$ cat config.mk
export PLATFORM = sky130hd
export DESIGN_NAME = four_timer_unit
export DESIGN_NICKNAME = d
export VERILOG_FILES = /design/src/rtl/timer_unit_pkg.sv /design/src/rtl/pin_sync.sv /design/src/rtl/down_counter.sv /design/src/rtl/four_timer_unit.sv
export SDC_FILE = /design/constraint.sdc
export NUM_CORES = 1
export LEC_CHECK = 0
export ABC_AREA = 1
export BUFFER_PORTS_ARGS = -buffer_cell sky130_fd_sc_hd__buf_2
export CAP_MARGIN = 20
export CORE_UTILIZATION = 61
export CTS_CLUSTER_DIAMETER = 60
export DETAILED_ROUTE_END_ITERATION = 16
export PLACE_DENSITY = 0.8
export SYNTH_ARGS = -nofsm -noshare
export SYNTH_HDL_FRONTEND = slang
export SYNTH_SLANG_ARGS = --single-unit
export TNS_END_PERCENT = 1
$ cat constraint.sdc
create_clock -name sys_clk -period 1.8 [get_ports sys_clk]
set_input_delay 0.54 -clock sys_clk [delete_from_list [all_inputs] [get_ports sys_clk]]
set_output_delay 0.54 -clock sys_clk [all_outputs]
set_load 0.02 [all_outputs]
$ cat src/rtl/timer_unit_pkg.sv
package timer_unit_pkg;

    localparam int ADDR_W = 6;
    localparam int DATA_W = 32;
    localparam int CNT_W  = 8;
    localparam int NUM_CNT = 7;
    localparam int IRQ_W   = 4;

    // counter slots, byte offset is slot times four
    localparam int SLOT_P12 = 0;
    localparam int SLOT_T1  = 1;
    localparam int SLOT_T2  = 2;
    localparam int SLOT_PX  = 3;
    localparam int SLOT_TX  = 4;
    localparam int SLOT_PY  = 5;
    localparam int SLOT_TY  = 6;

    localparam logic [ADDR_W-1:0] OFF_PRESCALER12 = 6'h00;
    localparam logic [ADDR_W-1:0] OFF_TIMER1      = 6'h04;
    localparam logic [ADDR_W-1:0] OFF_TIMER2      = 6'h08;
    localparam logic [ADDR_W-1:0] OFF_PRESCALERX  = 6'h0c;
    localparam logic [ADDR_W-1:0] OFF_TIMERX      = 6'h10;
    localparam logic [ADDR_W-1:0] OFF_PRESCALERY  = 6'h14;
    localparam logic [ADDR_W-1:0] OFF_TIMERY      = 6'h18;
    localparam logic [ADDR_W-1:0] OFF_MODE        = 6'h1c;
    localparam logic [ADDR_W-1:0] OFF_SOURCE      = 6'h20;
    localparam logic [ADDR_W-1:0] OFF_IRQ_STATUS  = 6'h24;
    localparam logic [ADDR_W-1:0] OFF_IRQ_MASK    = 6'h28;

    // mode register fields
    localparam int MODE_X_LSB = 0;
    localparam int EDGE_X_BIT = 2;
    localparam int STOP_X_BIT = 3;
    localparam int MODE_Y_LSB = 4;
    localparam int EDGE_Y_BIT = 6;
    localparam int STOP_Y_BIT = 7;

    // count source register fields
    localparam int SRC_X_BIT  = 0;
    localparam int SRC_Y_BIT  = 1;
    localparam int SRC_12_BIT = 2;

    // interrupt status and mask fields
    localparam int IRQ_T1_BIT = 0;
    localparam int IRQ_T2_BIT = 1;
    localparam int IRQ_TX_BIT = 2;
    localparam int IRQ_TY_BIT = 3;

    localparam logic [CNT_W-1:0] LATCH_RESET  = 8'hff;
    localparam logic [CNT_W-1:0] MODE_RESET   = 8'h00;
    localparam logic [CNT_W-1:0] SOURCE_RESET = 8'h00;
    localparam logic [IRQ_W-1:0] IRQ_RESET    = 4'h0;

    // internal count source dividers of the system clock
    localparam int SRC_DIV_SLOW = 16;
    localparam int SRC_DIV_FAST = 2;

    typedef enum logic [1:0] {
        MODE_TIMER = 2'b00,
        MODE_PULSE = 2'b01,
        MODE_EVENT = 2'b10,
        MODE_WIDTH = 2'b11
    } timer_mode_type;

endpackage

$ cat src/rtl/pin_sync.sv
`timescale 1ns/1ps
module pin_sync (
    input  wire logic sys_clk,
    input  wire logic resetn,
    input  wire logic pin,
    output logic      level,
    output logic      rise,
    output logic      fall
);
    logic s1_reg;
    logic s2_reg;
    logic s3_reg;
    logic level_reg;

    // s1 is read only by s2; a change counts once s2 and s3 agree
    always_ff @(posedge sys_clk or negedge resetn) begin
        if (!resetn) begin
            s1_reg <= 1'b0;
            s2_reg <= 1'b0;
            s3_reg <= 1'b0;
        end else begin
            s1_reg <= pin;
            s2_reg <= s1_reg;
            s3_reg <= s2_reg;
        end
    end

    // a glitch seen by s2 alone never reaches the level or an edge
    always_ff @(posedge sys_clk or negedge resetn) begin
        if (!resetn) begin
            level_reg <= 1'b0;
        end else if (s2_reg == s3_reg) begin
            level_reg <= s3_reg;
        end
    end

    assign level = level_reg;
    assign rise  = s2_reg & s3_reg & ~level_reg;
    assign fall  = ~s2_reg & ~s3_reg & level_reg;
endmodule

$ cat src/rtl/down_counter.sv
`timescale 1ns/1ps
module down_counter #(
    parameter int               WIDTH       = 8,
    parameter logic [WIDTH-1:0] RESET_VALUE = '1
) (
    input  wire logic             sys_clk,
    input  wire logic             resetn,
    input  wire logic             tick,
    input  wire logic             run,
    input  wire logic             load,
    input  wire logic [WIDTH-1:0] load_value,
    output logic      [WIDTH-1:0] count,
    output logic                  underflow
);
    logic [WIDTH-1:0] latch_reg;
    logic [WIDTH-1:0] count_reg;
    logic             started_reg;
    logic             underflow_reg;
    logic             direct_load;

    if (WIDTH < 2) begin : g_width_check
        $error("down_counter width too small");
    end

    assign direct_load = load & (~run | ~started_reg);

    always_ff @(posedge sys_clk or negedge resetn) begin
        if (!resetn) begin
            latch_reg <= RESET_VALUE;
        end else if (load) begin
            latch_reg <= load_value;
        end
    end

    always_ff @(posedge sys_clk or negedge resetn) begin
        if (!resetn) begin
            started_reg <= 1'b0;
        end else if (tick && run) begin
            started_reg <= 1'b1;
        end
    end

    // divide by latch plus one: n, n-1 .. 0, then reload
    always_ff @(posedge sys_clk or negedge resetn) begin
        if (!resetn) begin
            count_reg <= RESET_VALUE;
        end else if (direct_load) begin
            count_reg <= load_value;
        end else if (tick && run) begin
            if (count_reg == '0) begin
                count_reg <= latch_reg;
            end else begin
                count_reg <= count_reg - 1'b1;
            end
        end
    end

    always_ff @(posedge sys_clk or negedge resetn) begin
        if (!resetn) begin
            underflow_reg <= 1'b0;
        end else begin
            underflow_reg <= tick & run & ~direct_load & (count_reg == '0);
        end
    end

    assign count     = count_reg;
    assign underflow = underflow_reg;
endmodule

$ cat src/rtl/four_timer_unit.sv
`timescale 1ns/1ps
// Behaviour
// - every timer and prescaler divides its input by latch value plus one
// - counters count down, reload from latch after zero, keep running
// - each timer underflow sets that timer's interrupt request bit
// - shared prescaler source is selectable; its output clocks timers 1 and 2
// - timers x and y have four modes; timer mode counts internal source
// - pulse output mode toggles the counter pin at each zero
// - pulse output starts high for edge bit zero, low for one
// - event counter mode counts counter pin pulses instead of internal source
// - event counter counts rising edges for edge bit zero, falling for one
// - width mode counts only while pin high (edge zero) or low (one)
// - count stop bit halts timer x or y in any mode
module four_timer_unit
    import timer_unit_pkg::*;
#(
    parameter int SLOW_DIV = SRC_DIV_SLOW,
    parameter int FAST_DIV = SRC_DIV_FAST
) (
    input  wire logic              sys_clk,
    input  wire logic              resetn,
    input  wire logic [ADDR_W-1:0] address,
    input  wire logic              read,
    input  wire logic              write,
    input  wire logic [DATA_W-1:0] writedata,
    input  wire logic [3:0]        byteenable,
    output logic      [DATA_W-1:0] readdata,
    output logic                   waitrequest,
    input  wire logic              timer_x_counter_pin_in,
    output logic                   timer_x_counter_pin_out,
    output logic                   timer_x_counter_pin_oe,
    input  wire logic              timer_y_counter_pin_in,
    output logic                   timer_y_counter_pin_out,
    output logic                   timer_y_counter_pin_oe,
    output logic                   irq
);
    localparam int SLOW_W = $clog2(SLOW_DIV);
    localparam int FAST_W = $clog2(FAST_DIV);

    if (SLOW_DIV < 2 || FAST_DIV < 2) begin : g_div_check
        $error("source dividers must be two or more");
    end

    if (NUM_CNT > (1 << (ADDR_W - 2))) begin : g_slot_check
        $error("counter slots exceed the word address range");
    end

    // bus slave signals
    logic              ack_reg;
    logic              wr_fire;
    logic              low_lane;
    logic [DATA_W-1:0] readdata_reg;
    logic [DATA_W-1:0] read_mux;
    logic [3:0]        word_index;

    // configuration and status
    logic [CNT_W-1:0] mode_reg;
    logic [CNT_W-1:0] source_reg;
    logic [IRQ_W-1:0] status_reg;
    logic [IRQ_W-1:0] status_next;
    logic [IRQ_W-1:0] mask_reg;
    logic [IRQ_W-1:0] irq_events;
    logic             irq_reg;

    // internal count sources
    logic [SLOW_W-1:0] slow_cnt_reg;
    logic [FAST_W-1:0] fast_cnt_reg;
    logic              slow_tick_reg;
    logic              fast_tick_reg;

    // counter array
    logic [NUM_CNT-1:0] cnt_tick;
    logic [NUM_CNT-1:0] cnt_run;
    logic [NUM_CNT-1:0] cnt_load;
    logic [NUM_CNT-1:0] cnt_underflow;
    logic [CNT_W-1:0]   cnt_value [NUM_CNT];

    // counter pins
    logic           x_level;
    logic           x_rise;
    logic           x_fall;
    logic           y_level;
    logic           y_rise;
    logic           y_fall;
    timer_mode_type x_mode;
    timer_mode_type y_mode;
    logic           x_edge_sel;
    logic           y_edge_sel;
    logic           x_stop;
    logic           y_stop;
    logic           x_tick;
    logic           y_tick;
    logic           x_pulse_reg;
    logic           y_pulse_reg;
    logic           x_oe_reg;
    logic           y_oe_reg;

    // one wait state: request taken on the first edge, completed on the second
    assign waitrequest = (read | write) & ~ack_reg;
    assign wr_fire     = write & ack_reg;
    assign low_lane    = byteenable[0];
    assign word_index  = address[ADDR_W-1:2];

    always_ff @(posedge sys_clk or negedge resetn) begin
        if (!resetn) begin
            ack_reg <= 1'b0;
        end else begin
            ack_reg <= (read | write) & ~ack_reg;
        end
    end

    // counter slots read the live count, not the latch
    always_comb begin
        read_mux = '0;
        case (address)
            OFF_PRESCALER12: read_mux[CNT_W-1:0] = cnt_value[SLOT_P12];
            OFF_TIMER1:      read_mux[CNT_W-1:0] = cnt_value[SLOT_T1];
            OFF_TIMER2:      read_mux[CNT_W-1:0] = cnt_value[SLOT_T2];
            OFF_PRESCALERX:  read_mux[CNT_W-1:0] = cnt_value[SLOT_PX];
            OFF_TIMERX:      read_mux[CNT_W-1:0] = cnt_value[SLOT_TX];
            OFF_PRESCALERY:  read_mux[CNT_W-1:0] = cnt_value[SLOT_PY];
            OFF_TIMERY:      read_mux[CNT_W-1:0] = cnt_value[SLOT_TY];
            OFF_MODE:        read_mux[CNT_W-1:0] = mode_reg;
            OFF_SOURCE:      read_mux[CNT_W-1:0] = source_reg;
            OFF_IRQ_STATUS:  read_mux[IRQ_W-1:0] = status_reg;
            OFF_IRQ_MASK:    read_mux[IRQ_W-1:0] = mask_reg;
            default:         read_mux = '0;
        endcase
    end

    always_ff @(posedge sys_clk or negedge resetn) begin
        if (!resetn) begin
            readdata_reg <= '0;
        end else if (read && !ack_reg) begin
            readdata_reg <= read_mux;
        end
    end

    assign readdata = readdata_reg;

    always_ff @(posedge sys_clk or negedge resetn) begin
        if (!resetn) begin
            mode_reg <= MODE_RESET;
        end else if (wr_fire && low_lane && address == OFF_MODE) begin
            mode_reg <= writedata[CNT_W-1:0];
        end
    end

    // source change mid-count can glitch a count; software orders it first
    always_ff @(posedge sys_clk or negedge resetn) begin
        if (!resetn) begin
            source_reg <= SOURCE_RESET;
        end else if (wr_fire && low_lane && address == OFF_SOURCE) begin
            source_reg <= writedata[CNT_W-1:0];
        end
    end

    always_ff @(posedge sys_clk or negedge resetn) begin
        if (!resetn) begin
            mask_reg <= IRQ_RESET;
        end else if (wr_fire && low_lane && address == OFF_IRQ_MASK) begin
            mask_reg <= writedata[IRQ_W-1:0];
        end
    end

    // internal count source enables
    always_ff @(posedge sys_clk or negedge resetn) begin
        if (!resetn) begin
            slow_cnt_reg  <= '0;
            slow_tick_reg <= 1'b0;
        end else if (slow_cnt_reg == SLOW_W'(SLOW_DIV - 1)) begin
            slow_cnt_reg  <= '0;
            slow_tick_reg <= 1'b1;
        end else begin
            slow_cnt_reg  <= slow_cnt_reg + 1'b1;
            slow_tick_reg <= 1'b0;
        end
    end

    always_ff @(posedge sys_clk or negedge resetn) begin
        if (!resetn) begin
            fast_cnt_reg  <= '0;
            fast_tick_reg <= 1'b0;
        end else if (fast_cnt_reg == FAST_W'(FAST_DIV - 1)) begin
            fast_cnt_reg  <= '0;
            fast_tick_reg <= 1'b1;
        end else begin
            fast_cnt_reg  <= fast_cnt_reg + 1'b1;
            fast_tick_reg <= 1'b0;
        end
    end

    // counter pin front ends
    pin_sync u_sync_x (
        .sys_clk (sys_clk),
        .resetn  (resetn),
        .pin     (timer_x_counter_pin_in),
        .level   (x_level),
        .rise    (x_rise),
        .fall    (x_fall)
    );

    pin_sync u_sync_y (
        .sys_clk (sys_clk),
        .resetn  (resetn),
        .pin     (timer_y_counter_pin_in),
        .level   (y_level),
        .rise    (y_rise),
        .fall    (y_fall)
    );

    assign x_mode     = timer_mode_type'(mode_reg[MODE_X_LSB +: 2]);
    assign y_mode     = timer_mode_type'(mode_reg[MODE_Y_LSB +: 2]);
    assign x_edge_sel = mode_reg[EDGE_X_BIT];
    assign y_edge_sel = mode_reg[EDGE_Y_BIT];
    assign x_stop     = mode_reg[STOP_X_BIT];
    assign y_stop     = mode_reg[STOP_Y_BIT];

    always_comb begin
        case (x_mode)
            MODE_TIMER: x_tick = cnt_underflow[SLOT_PX];
            MODE_PULSE: x_tick = cnt_underflow[SLOT_PX];
            MODE_EVENT: x_tick = x_edge_sel ? x_fall : x_rise;
            MODE_WIDTH: x_tick = cnt_underflow[SLOT_PX] & (x_level ^ x_edge_sel);
            default:    x_tick = 1'b0;
        endcase
    end

    always_comb begin
        case (y_mode)
            MODE_TIMER: y_tick = cnt_underflow[SLOT_PY];
            MODE_PULSE: y_tick = cnt_underflow[SLOT_PY];
            MODE_EVENT: y_tick = y_edge_sel ? y_fall : y_rise;
            MODE_WIDTH: y_tick = cnt_underflow[SLOT_PY] & (y_level ^ y_edge_sel);
            default:    y_tick = 1'b0;
        endcase
    end

    // tick and run per slot
    always_comb begin
        cnt_tick          = '0;
        cnt_run           = '1;
        cnt_tick[SLOT_P12] = source_reg[SRC_12_BIT] ? slow_tick_reg : fast_tick_reg;
        cnt_tick[SLOT_T1] = cnt_underflow[SLOT_P12];
        cnt_tick[SLOT_T2] = cnt_underflow[SLOT_P12];
        cnt_tick[SLOT_PX] = source_reg[SRC_X_BIT] ? slow_tick_reg : fast_tick_reg;
        cnt_tick[SLOT_TX] = x_tick;
        cnt_tick[SLOT_PY] = source_reg[SRC_Y_BIT] ? slow_tick_reg : fast_tick_reg;
        cnt_tick[SLOT_TY] = y_tick;
        cnt_run[SLOT_TX]  = ~x_stop;
        cnt_run[SLOT_TY]  = ~y_stop;
    end

    for (genvar i = 0; i < NUM_CNT; i++) begin : g_cnt
        assign cnt_load[i] = wr_fire & low_lane & (word_index == 4'(i));

        down_counter #(
            .WIDTH       (CNT_W),
            .RESET_VALUE (LATCH_RESET)
        ) u_cnt (
            .sys_clk    (sys_clk),
            .resetn     (resetn),
            .tick       (cnt_tick[i]),
            .run        (cnt_run[i]),
            .load       (cnt_load[i]),
            .load_value (writedata[CNT_W-1:0]),
            .count      (cnt_value[i]),
            .underflow  (cnt_underflow[i])
        );
    end

    // pulse output: start level held until the mode is entered
    always_ff @(posedge sys_clk or negedge resetn) begin
        if (!resetn) begin
            x_pulse_reg <= 1'b1;
        end else if (x_mode != MODE_PULSE) begin
            x_pulse_reg <= ~x_edge_sel;
        end else if (cnt_underflow[SLOT_TX]) begin
            x_pulse_reg <= ~x_pulse_reg;
        end
    end

    always_ff @(posedge sys_clk or negedge resetn) begin
        if (!resetn) begin
            y_pulse_reg <= 1'b1;
        end else if (y_mode != MODE_PULSE) begin
            y_pulse_reg <= ~y_edge_sel;
        end else if (cnt_underflow[SLOT_TY]) begin
            y_pulse_reg <= ~y_pulse_reg;
        end
    end

    // oe mirrors the mode field from its own flop, updated on the mode write
    always_ff @(posedge sys_clk or negedge resetn) begin
        if (!resetn) begin
            x_oe_reg <= 1'b0;
            y_oe_reg <= 1'b0;
        end else if (wr_fire && low_lane && address == OFF_MODE) begin
            x_oe_reg <= (writedata[MODE_X_LSB +: 2] == MODE_PULSE);
            y_oe_reg <= (writedata[MODE_Y_LSB +: 2] == MODE_PULSE);
        end
    end

    // the port direction outside still has to be set by software
    assign timer_x_counter_pin_out = x_pulse_reg;
    assign timer_x_counter_pin_oe  = x_oe_reg;
    assign timer_y_counter_pin_out = y_pulse_reg;
    assign timer_y_counter_pin_oe  = y_oe_reg;

    // interrupt requests: set wins over a write-one clear
    always_comb begin
        irq_events             = '0;
        irq_events[IRQ_T1_BIT] = cnt_underflow[SLOT_T1];
        irq_events[IRQ_T2_BIT] = cnt_underflow[SLOT_T2];
        irq_events[IRQ_TX_BIT] = cnt_underflow[SLOT_TX];
        irq_events[IRQ_TY_BIT] = cnt_underflow[SLOT_TY];
        status_next = status_reg;
        if (wr_fire && low_lane && address == OFF_IRQ_STATUS) begin
            status_next = status_reg & ~writedata[IRQ_W-1:0];
        end
        status_next = status_next | irq_events;
    end

    always_ff @(posedge sys_clk or negedge resetn) begin
        if (!resetn) begin
            status_reg <= IRQ_RESET;
        end else begin
            status_reg <= status_next;
        end
    end

    // registered: costs one cycle, keeps the level free of decode glitches
    always_ff @(posedge sys_clk or negedge resetn) begin
        if (!resetn) begin
            irq_reg <= 1'b0;
        end else begin
            irq_reg <= |(status_reg & mask_reg);
        end
    end

    assign irq = irq_reg;
endmodule

==> results of run 1 <==
==> layer usage <==
metal / global-route usage [%] / vias to the layer above / wire length (µm)
li1: - / 4540 / -
met1: 47.8 / 4495 / 12200
met2: 55.8 / 430 / 13300
met3: 7.04 / 95 / 2210
met4: 19.3 / 0 / 1290
met5: 0 / - / 0
==> stage by stage <==
step	worst slack [ns]	power [W]	utilization (%)	hold WS [ns]	setup TNS (ns)
after global routing	0.00522	0.0161	72.4	0.0416	0
final	0.0911	0.0150	72.4	0.0227	0
after global placement	-0.0318	0.0112	68.9	0.335	-0.159
after floorplan	0.257	0.00992	-	0.244	0
after CTS	0.0283	0.0149	72.3	0.0314	0
after detailed placement	-0.0646	0.0114	68.9	0.342	-0.651
==> final cells by class <==
type / count / area share (%)
clock buffers: 22 / 4.09
inverters: 155 / 5.03
flip-flops and latches: 178 / 39.5
well taps: 216 / 2.32
repair buffers: 116 / 8.21
multi-input cells: 989 / 40.2
diodes: 1 / 0.0215
clock inverters: 10 / 0.635
==> worst max-delay path, stage by stage, from the launching register on <==
cell,delay (ns)
dfstp_2,0.55
inv_1,0.08
ha_1,0.18
inv_1,0.05
nor2_1,0.07
nand2_2,0.22
nor2_1,0.06
o21ai_0,0.26
o211ai_1,0.14
==> worst min path at each step <==
stage | start | endpoint | slack [ns] | depth (start not counted)
after floorplan | resetn | ack_reg | 0.24 | 0
after global placement | u_sync_y.s1_reg | u_sync_y.s2_reg | 0.33 | 0
after detailed placement | u_sync_x.s1_reg | u_sync_x.s2_reg | 0.34 | 0
after CTS | resetn | slow_cnt_reg[2] | 0.03 | 1
after global routing | resetn | slow_cnt_reg[0] | 0.04 | 1
final | resetn | slow_cnt_reg[2] | 0.02 | 1
==> cell usage in the layout, fill, tap and decap left out, drive strengths merged <==
master      n
or2         6
dfrtp      64
nor4        1
clkbuf     22
o211ai     19
nor3       11
clkinvlp    2
xor2       10
conb       24
nor3b       1
buf       116
o22ai       8
nand2     425
dfstp     114
and2        1
o21bai      1
nand3     152
o221ai      3
o21ai     133
nand4      34
ha         19
clkinv      6
xnor2       6
diode       1
a21oi      10
nor2      125
inv       157
==> report_power, final <==
| group | switching (W) | internal, W |
|---|---|---|
| registers | 0.00104 | 0.00546 |
| clock network | 0.00161 | 0.00189 |
| logic | 0.00313 | 0.00189 |
==> cell families (layout without fill, tap and decap cells) <==
family | count (synthesis) | count (layout) | synth area share (%)
AO/OA/AOI/OAI | 174 | 174 | 9.31
XOR/XNOR | 16 | 16 | 1.39
adder cells (fa/ha/maj) | 19 | 19 | 2.35
other | 1 | 25 | 0.0371
flip-flops | 178 | 178 | 45.4
buffers and inverters | 217 | 303 | 9.36
AND/OR/NAND/NOR | 756 | 756 | 32.1
==> qor.csv, run 1 <==
stage;metric;value;unit
run_status;status;finished, final reports clean;
cells_and_area;fillcell total;1274;
placed_design;Detailed Place HPWL;20.8;mm
routing;router iterations before antenna repair;9;
clock_tree;Post-CTS Hold Fix Bufs;0;
yosys;leading post-synthesis cells by cell area;dfstp_2 30%, dfrtp_1 16%, nand2_1 16%;
floorplan;chip width;131;µm
yosys;Netlist cell types;35;
power_and_ir_drop;Max VDD drop;0.824;mV
global_routing;first-pass GRT wire length;45.5;mm
setup_path;CP endpoint kind;flop;
placed_design;placed insts;1654;
yosys;most common cell in the netlist;nand2_1;
yosys;EDFF count, synth;0;
yosys;syn_area_per_cell;7.43;µm²
routing;routed vias/inst;5.67;
setup_path;crit path kind;reg2reg;
global_routing;vias in the first global route;8738;
yosys;ys flop type;dfstp_2;
setup_path;WP data arrival;2.06;ns
sta;Peak Freq;585;MHz
yosys;post-synthesis register bit count;178;
sta;Max Slew Vio Count;0;
cells_and_area;multi-input logic area;4670;µm²
clock_tree;Worst-path clk slew;0.06;ns
cells_and_area;Sequential Area;4600;µm²
setup_path;worst r2r path cells;8;
setup_path;Worst R2R Start;g_cnt[0].u_cnt.count[1];
cells_and_area;share of cells above drive strength 1;20.3;%
placed_design;Placed Area;11100;µm²
routing;routed via count;9560;
routing;antenna-violating nets left;0;
placed_design;port bufs;34;
power_and_ir_drop;Leak;5.65;nW
clock_tree;CTS Buf Count;17;
sta;Slew HR;60.8;%
global_routing;gr ovfl total;0;
setup_path;CP Capture Point;g_cnt[0].u_cnt.count[1];
sta;Final Hold Fails;0;
floorplan;Starting Density;63.0;%
cells_and_area;nets;1524;
sta;RSZ-0062 raised after global routing;false;
setup_path;CP startpoint;g_cnt[0].u_cnt.count[1];
floorplan;Rows;46;
yosys;top-area cell type share of the netlist area;29.6;%
yosys;Synth Warn #;0;
setup_path;worst-path fanout max;12;
sta;clock skew;0.00722;ns
global_routing;largest net degree at the start of global routing;39;
floorplan;ports placed on the boundary;86;
clock_tree;worst skew pair latency;0.44;ns
setup_path;setup slack, reg-to-reg;0.09;ns
yosys;Async S/R FF share, synth;100;%
clock_tree;Post-CTS Resized;0;
job;max-cap violations;0;
sta;period utilisation layout;94.9;%
clock_tree;clock sinks;178;
sta;Tmin final;1.71;ns
setup_path;startpoint types;flop;
sta;Worst Max-Slew Pin Slew;0.585;ns
yosys;post-synth top area cell;dfstp_2;
yosys;Seq/Total Area, Yosys;45.4;%
setup_path;reg2reg end;g_cnt[0].u_cnt.count[1];
routing;Avg WL per Cell;17.2;µm
clock_tree;CTS tree;done;
global_routing;initial antenna violation count;1;
routing;total wire length;29.0;mm
yosys;top cells by count, synth;422 x nand2_1, 148 x inv_1, 147 x nand3_1, 132 x o21ai_0, 115 x nor2_1;
cells_and_area;Finished Layout Cells;1687;
cells_and_area;post-route design area;11600;µm²
yosys;Post-Synthesis Cell Area;10100;µm²
setup_path;Req. time, crit path;2.15;ns
power_and_ir_drop;Pwr per Cell Area;1290;nW/µm²
routing;DRC;0;
floorplan;CORE AREA;16100;µm²
floorplan;Die Ht;131;µm
sta;Final setup viols;0;
clock_tree;root buf cell;clkbuf_16;
clock_tree;Post-CTS Setup Repair Bufs;0;
routing;initial drt markers;889;
cells_and_area;Area growth, synth to finish;15.0;%
clock_tree;CTS H-tree lvls;4;
yosys;Mapped Cells;1361;
floorplan;Die ar.;17100;µm²
global_routing;GRT Total Usage;36.0;%
hold_path;Hold WC Path Type;in2async;
placed_design;gpl congestion;0.942;
clock_tree;clk buf depth;2;
(Power assumes the default switching activity.)
==> inputs of run 2 (changes only) <==
--- a/config.mk
+++ b/config.mk
@@ -8,10 +8,12 @@
 export ABC_AREA = 1
 export BUFFER_PORTS_ARGS = -buffer_cell sky130_fd_sc_hd__buf_2
 export CAP_MARGIN = 20
-export CORE_UTILIZATION = 61
+export CORE_UTILIZATION = 35
 export CTS_CLUSTER_DIAMETER = 60
 export DETAILED_ROUTE_END_ITERATION = 16
-export PLACE_DENSITY = 0.8
+export PLACE_DENSITY = 0.5
+export REMOVE_ABC_BUFFERS = 1
+export SETUP_SLACK_MARGIN = 0.3
 export SYNTH_ARGS = -nofsm -noshare
 export SYNTH_HDL_FRONTEND = slang
 export SYNTH_SLANG_ARGS = --single-unit
==> qor.csv, run 2 (synthesized netlist as in run 1, its figures left out) <==
stage;metric;value;unit;change
routing;total wire length;31.4;mm;was 29.0 mm
routing;antenna-violating nets left;0;;unchanged
run_status;status;finished, final reports clean;;unchanged
cells_and_area;nets;1543;;was 1524
clock_tree;clk buf depth;2;;unchanged
power_and_ir_drop;total chip power;0.0157;W;was 0.0150 W
setup_path;worst r2r path cells;8;;unchanged
setup_path;reg2reg end;g_cnt[4].u_cnt.count[7];;was g_cnt[0].u_cnt.count[1]
floorplan;ports placed on the boundary;86;;unchanged
setup_path;Worst R2R Start;g_cnt[4].u_cnt.count[0];;was g_cnt[0].u_cnt.count[1]
sta;Tmin final;1.66;ns;was 1.71 ns
sta;setup slack after layout;0.139;ns;was 0.0911 ns
global_routing;initial antenna violation count;0;;was 1
sta;clock skew;0.0175;ns;was 0.00722 ns
global_routing;first-pass GRT wire length;49.2;mm;was 45.5 mm
clock_tree;Worst-path clk slew;0.07;ns;was 0.06 ns
cells_and_area;commonest non-fill, non-tap cells in the layout;419 x nand2_1, 147 x inv_1, 146 x nand3_1;;was 420 x nand2_1, 148 x inv_1, 147 x nand3_1
global_routing;vias in the first global route;8720;;was 8738
routing;initial drt markers;780;;was 889
cells_and_area;final core occ;43.0;%;was 72.4%
clock_tree;CTS tree;done;;unchanged
power_and_ir_drop;Leak;5.78;nW;was 5.65 nW
floorplan;Starting Density;36.0;%;was 63.0%
setup_path;CP Capture Point;waitrequest;;was g_cnt[0].u_cnt.count[1]
sta;Slew HR;58.4;%;was 60.8%
cells_and_area;share of cells above drive strength 1;21.8;%;was 20.3%
routing;router iterations before antenna repair;5;;was 9
placed_design;placed insts;1827;;was 1654
cells_and_area;number of diodes;0;;was 1
cells_and_area;most common cell after layout, fill and taps aside;nand2_1;;unchanged
sta;Final setup viols;0;;unchanged
placed_design;gpl congestion;0.899;;was 0.942
floorplan;chip width;172;µm;was 131 µm
sta;RSZ-0062 raised after global routing;true;;was false
clock_tree;CTS Buf Count;17;;unchanged
setup_path;WP data arrival;1.12;ns;was 2.06 ns
floorplan;CORE AREA;28100;µm²;was 16100 µm²
sta;Max Slew Vio Count;0;;unchanged
placed_design;port bufs;34;;unchanged
clock_tree;root buf cell;clkbuf_16;;unchanged
placed_design;pre-CTS setup slack;-0.134;ns;was -0.0646 ns
job;max-cap violations;0;;unchanged
setup_path;CP startpoint;ack_reg;;was g_cnt[0].u_cnt.count[1]
sta;Worst Max-Slew Pin Slew;0.622;ns;was 0.585 ns
sta;setup TNS;0;ns;unchanged
setup_path;crit path kind;reg2out;;was reg2reg
floorplan;Rows;61;;was 46
setup_path;Req. time, crit path;1.26;ns;was 2.15 ns
setup_path;CP endpoint kind;output pin;;was flop
sta;Peak Freq;602;MHz;was 585 MHz
routing;routed vias/inst;4.87;;was 5.67
clock_tree;worst skew pair latency;0.44;ns;about the same
clock_tree;CTS H-tree lvls;4;;unchanged
floorplan;Die Ht;172;µm;was 131 µm
global_routing;GRT Total Usage;22.4;%;was 36.0%
setup_path;startpoint types;flop;;unchanged
power_and_ir_drop;Pwr per Cell Area;1300;nW/µm²;was 1290 nW/µm²
routing;DRC;0;;unchanged
cells_and_area;Area growth, synth to finish;19.5;%;was 15.0%
global_routing;gr ovfl total;0;;unchanged
setup_path;setup slack, reg-to-reg;0.18;ns;was 0.09 ns
setup_path;worst-path fanout max;3;;was 12
placed_design;Detailed Place HPWL;22.8;mm;was 20.8 mm
sta;Final Hold Fails;0;;unchanged
clock_tree;clock sinks;178;;unchanged
sta;period utilisation layout;92.3;%;was 94.9%
global_routing;largest net degree at the start of global routing;41;;was 39
floorplan;Die ar.;29600;µm²;was 17100 µm²
cells_and_area;Finished Layout Cells;1867;;was 1687
routing;routed via count;9084;;was 9560
hold_path;Hold WC Path Type;in2async;;unchanged
routing;Avg WL per Cell;16.8;µm;was 17.2 µm
power_and_ir_drop;Max VDD drop;0.582;mV;was 0.824 mV
run 2: cell count changes in the layout (fill, tap and decap cells not counted), sizes merged:
cell	previous run	this run
clkbuf	22	23
clkinv	6	3
buf	116	134
inv	157	158
diode	1	0
bufinv	0	3
clkinvlp	2	1
run 2: layout make-up:
cell class | instances | area (µm²)
clock inverters | 10 | 146
fillers | 2933 | 16000
inverters | 155 | 586
flip-flops and latches | 178 | 4600
clock buffers | 22 | 474
repair buffers | 135 | 1110
multi-input cells | 989 | 4700
well taps | 378 | 473
run 2: repair_timing:
action	in CTS	in global routing
gates cloned	0	0
setup buffers	2	6
gates resized for setup	14	8
hold buffers	0	0
pin swaps	1	0
endpoints found under the setup margin	88	127
run 2: worst min-delay path by stage:
| stage | start | to | slack (ns) | cells after the start |
|---|---|---|---|---|
| global placement | u_sync_x.s1_reg | u_sync_x.s2_reg | 0.33 | 0 |
| floorplan | resetn | ack_reg | 0.24 | 0 |
| global route | resetn | readdata[1] | 0.06 | 1 |
| CTS | resetn | readdata[1] | 0.05 | 1 |
| detailed placement | u_sync_x.s1_reg | u_sync_x.s2_reg | 0.33 | 0 |
| finish | resetn | readdata[1] | 0.06 | 1 |
run 2: stage by stage:
step           cell area [µm²]  hold slack (ns)
2_1_floorplan             9840            0.244
3_3_place_gp             11300            0.334
3_5_place_dp             11300            0.335
4_1_cts                  12000           0.0508
5_1_grt                  12100           0.0601
6_report                 12100           0.0581
run 2: routing by layer:
metal,part of all wire [%],track usage (%)
met5,0,0
met4,2.0,6.46
met3,4.9,3.18
met2,46,36.5
met1,47,30.8
run 2: critical path, cell delays in order (launching register included):
cell,delay (ns)
dfrtp_1,0.43
nor2_2,0.13
buf_6,0.13
run 2: where the power goes:
part | total, W | switching, W | internal (W)
sequential | 0.00649 | 0.00103 | 0.00545
clock | 0.00405 | 0.00173 | 0.00232
combinational | 0.00517 | 0.00315 | 0.00201
==> inputs of run 3 (changes only) <==
--- a/config.mk
+++ b/config.mk
@@ -16,5 +16,6 @@
 export SETUP_SLACK_MARGIN = 0.3
 export SYNTH_ARGS = -nofsm -noshare
 export SYNTH_HDL_FRONTEND = slang
+export SYNTH_HIERARCHICAL = 1
 export SYNTH_SLANG_ARGS = --single-unit
 export TNS_END_PERCENT = 1
==> qor.csv, run 3 <==
stage;metric;value;unit;change
run_status;status;finished, final reports clean;;unchanged
routing;routed via count;9391;;was 9084
power_and_ir_drop;Leak;6.50;nW;was 5.78 nW
sta;Final setup viols;0;;unchanged
yosys;post-synthesis register bit count;179;;was 178
yosys;Synth Warn #;6;;was 0
sta;setup TNS;0;ns;unchanged
clock_tree;CTS H-tree lvls;4;;unchanged
cells_and_area;most common cell after layout, fill and taps aside;nand2_1;;unchanged
yosys;syn_area_per_cell;7.40;µm²;was 7.43 µm²
sta;RSZ-0062 raised after global routing;true;;unchanged
placed_design;Detailed Place HPWL;22.8;mm;about the same
sta;clock skew;0.00777;ns;was 0.0175 ns
global_routing;gr ovfl total;0;;unchanged
clock_tree;CTS Buf Count;17;;unchanged
yosys;largest family of logic cells by synthesized area;simple AND/OR/NAND/NOR gates;;unchanged
sta;hold slack;0.203;ns;was 0.0581 ns
power_and_ir_drop;Max VDD drop;0.632;mV;was 0.582 mV
clock_tree;clk buf depth;2;;unchanged
power_and_ir_drop;Pwr per Cell Area;1140;nW/µm²;was 1300 nW/µm²
global_routing;M1 GR Usage;29.3;%;was 30.8%
placed_design;gpl congestion;0.888;;was 0.899
routing;DRC;0;;unchanged
yosys;most common cell in the netlist;nand2_1;;unchanged
floorplan;Rows;64;;was 61
sta;Final Hold Fails;0;;unchanged
setup_path;worst-path cell chain;inv_1 -> ha_2 -> nand2_1 -> inv_1 -> nor2_2 -> o41ai_4 -> nand2_2 -> nor2_8 -> inv_4 -> a21oi_2 -> nand2_1 -> nand2_1;;was nor2_2 -> buf_6
setup_path;CP endpoint kind;flop;;was output pin
setup_path;worst-path fanout max;4;;was 3
floorplan;ports placed on the boundary;86;;unchanged
yosys;top-area cell type share of the netlist area;27.5;%;was 29.6%
global_routing;first-pass GRT wire length;49.9;mm;was 49.2 mm
setup_path;startpoint types;flop;;unchanged
floorplan;Starting Density;35.6;%;was 36.0%
hold_path;Hold WC Path Type;in2reg;;was in2async
clock_tree;clock sinks;179;;was 178
cells_and_area;Area growth, synth to finish;19.2;%;was 19.5%
global_routing;largest net degree at the start of global routing;46;;was 41
setup_path;family with the most delay on the worst path;simple AND/OR/NAND/NOR gates;;was flip-flops
setup_path;critical path's most frequent cell;nand2_1;;
clock_tree;CTS tree;done;;unchanged
cells_and_area;fillcell total;3171;;was 2933
setup_path;crit path kind;reg2reg;;was reg2out
sta;period utilisation layout;97.6;%;was 92.3%
clock_tree;root buf cell;clkbuf_16;;unchanged
routing;total wire length;31.2;mm;was 31.4 mm
routing;initial drt markers;648;;was 780
clock_tree;worst skew pair latency;0.44;ns;about the same
floorplan;chip width;178;µm;was 172 µm
setup_path;CP max-delay cell;dfrtp_1;;unchanged
sta;Max Slew Vio Count;0;;unchanged
cells_and_area;share of cells above drive strength 1;24.3;%;was 21.8%
global_routing;initial antenna violation count;0;;unchanged
cells_and_area;number of diodes;0;;unchanged
global_routing;met3 Use GR;3.62;%;was 3.18%
job;max-cap violations;0;;unchanged
yosys;Synth Area in Simple Gates;34.6;%;was 32.1%
yosys;Post-Synthesis Cell Area;10900;µm²;was 10100 µm²
placed_design;placed insts;1958;;was 1827
yosys;ys flop type;dfstp_2;;unchanged
placed_design;port bufs;34;;unchanged
yosys;mux cell area share after synthesis;0.483;%;was 0%
floorplan;CORE AREA;30600;µm²;was 28100 µm²
routing;antenna-violating nets left;0;;unchanged
floorplan;Die ar.;31800;µm²;was 29600 µm²
setup_path;WP data arrival;2.14;ns;was 1.12 ns
routing;router iterations before antenna repair;5;;unchanged
global_routing;vias in the first global route;8939;;was 8720
cells_and_area;final core occ;42.4;%;was 43.0%
yosys;top cells by count, synth;431 x nand2_1, 233 x inv_1, 189 x nand3_1, 133 x o21ai_0, 114 x dfstp_2;;was 422 x nand2_1, 148 x inv_1, 147 x nand3_1, 132 x o21ai_0, 115 x nor2_1
global_routing;GRT Total Usage;20.8;%;was 22.4%
setup_path;CP peak stage delay;0.39;ns;was 0.43 ns
global_routing;gr busiest metal;met2;;unchanged
yosys;post-synth top area cell;dfstp_2;;unchanged
setup_path;Bufs and invs on worst path;3;;was 1
yosys;Mapped Cells;1471;;was 1361
power_and_ir_drop;total chip power;0.0148;W;was 0.0157 W
yosys;post-synthesis compound-gate area fraction;7.56;%;was 9.31%
yosys;leading post-synthesis cells by cell area;dfstp_2 28%, dfrtp_1 15%, nand2_1 15%;;was dfstp_2 30%, dfrtp_1 16%, nand2_1 16%
routing;Avg WL per Cell;15.6;µm;was 16.8 µm
yosys;Post-Synth Adder-Cell Area;2.18;%;was 2.35%
global_routing;grt met2 use;32.3;%;was 36.5%
yosys;Async S/R FF share, synth;100;%;unchanged
yosys;Seq/Total Area, Yosys;42.5;%;was 45.4%
yosys;xor/xnor cell area share of the yosys netlist;0.805;%;was 1.39%
clock_tree;Worst-path clk slew;0.07;ns;about the same
routing;routed vias/inst;4.70;;was 4.87
yosys;EDFF count, synth;0;;unchanged
yosys;Netlist cell types;34;;was 35
sta;Tmin final;1.76;ns;was 1.66 ns
cells_and_area;Finished Layout Cells;1997;;was 1867
setup_path;Req. time, crit path;2.19;ns;was 1.26 ns
cells_and_area;commonest non-fill, non-tap cells in the layout;421 x nand2_1, 230 x inv_1, 186 x nand3_1;;was 419 x nand2_1, 147 x inv_1, 146 x nand3_1
sta;Peak Freq;569;MHz;was 602 MHz
cells_and_area;nets;1655;;was 1543
floorplan;Die Ht;178;µm;was 172 µm
## run 3: changes by cell type after synthesis, sizes merged, moves of 4 or more
| cell | before | now |
|---|---|---|
| a21oi | 10 | 26 |
| nor2 | 125 | 112 |
| o22ai | 8 | 0 |
| nand4 | 34 | 27 |
| buf | 50 | 42 |
| mux2 | 0 | 4 |
| nand3 | 152 | 192 |
| or2 | 6 | 1 |
| xor2 | 10 | 1 |
| o211ai | 19 | 0 |
| clkbuf | 12 | 2 |
| inv | 154 | 256 |
| nand2 | 425 | 455 |
| nor3 | 11 | 4 |
## run 3: what timing repair did
| item | in CTS | in global routing |
|---|---|---|
| hold buffers | 1 | 0 |
| endpoints found under the setup margin | 137 | 146 |
| pin swaps | 5 | 11 |
| endpoints found under the hold margin | 4 | 0 |
| buffers inserted | 2 | 4 |
| gates resized for setup | 12 | 69 |
## run 3: final timing paths
path / startpoint / end / slack (ns) / cells after the start
max in group asynchronous: resetn / g_cnt[3].u_cnt/count[0] / 0.62 / 3
setup / recovery: u_sync_y/s3_reg / g_cnt[6].u_cnt/count[5] / 0.04 / 12
hold / removal: timer_x_counter_pin_in / u_sync_x/s1_reg / 0.20 / 1
min in group asynchronous: resetn / u_sync_y/s3_reg / 0.57 / 2
hold reg to reg: u_sync_x/s1_reg / u_sync_x/s2_reg / 0.35 / 0
setup reg to reg: u_sync_y/s3_reg / g_cnt[6].u_cnt/count[5] / 0.04 / 12
## run 3: per-stage QoR
| step | worst slack (ns) | area (µm²) |
|---|---|---|
| floorplan | -0.969 | 10700 |
| global placement | -0.265 | 12100 |
| detailed placement | -0.225 | 12100 |
| CTS | 0.0278 | 12700 |
| global route | -0.142 | 13000 |
| finish | 0.0437 | 13000 |
## run 3: worst register-to-register path: cells and delay by family (launching register included)
family / cells / cell delay (ns)
adders and majority gates: 1 / 0.16
DFF: 1 / 0.39
AOI/OAI and AO/OA: 2 / 0.42
and+or+nand+nor: 6 / 0.53
buffers and inverters: 3 / 0.20
## run 3: power breakdown
group,internal [W],switching (W)
clock,0.00186,0.00172
sequential,0.00543,0.000962
combinational,0.00178,0.00303
total,0.00907,0.00571
## run 3: cell type report
cell class	instances	area, µm²	area share [%]
clock buffer	18	450	3.47
clock inverter	14	103	0.791
inverter	256	988	7.62
multi-input combinational	1024	5250	40.4
sequential	179	4620	35.6
tap	396	495	3.82
timing repair buffer	110	1070	8.24
## run 3: logic make-up after synthesis
group | Yosys count
other cells | 2
buf+inv | 300
xor+xnor | 10
compound gates | 163
fa+ha+maj | 19
simple gates | 794
mux | 4
flops | 179
## run 3: layer usage
| layer | vias to the layer above | part of all wire, % |
|---|---|---|
| met3 | 39 | 4.3 |
| met4 | 0 | 2.4 |
| met2 | 196 | 45 |
| met1 | 4357 | 48 |
| li1 | 4799 | - |
| met5 | - | 0 |
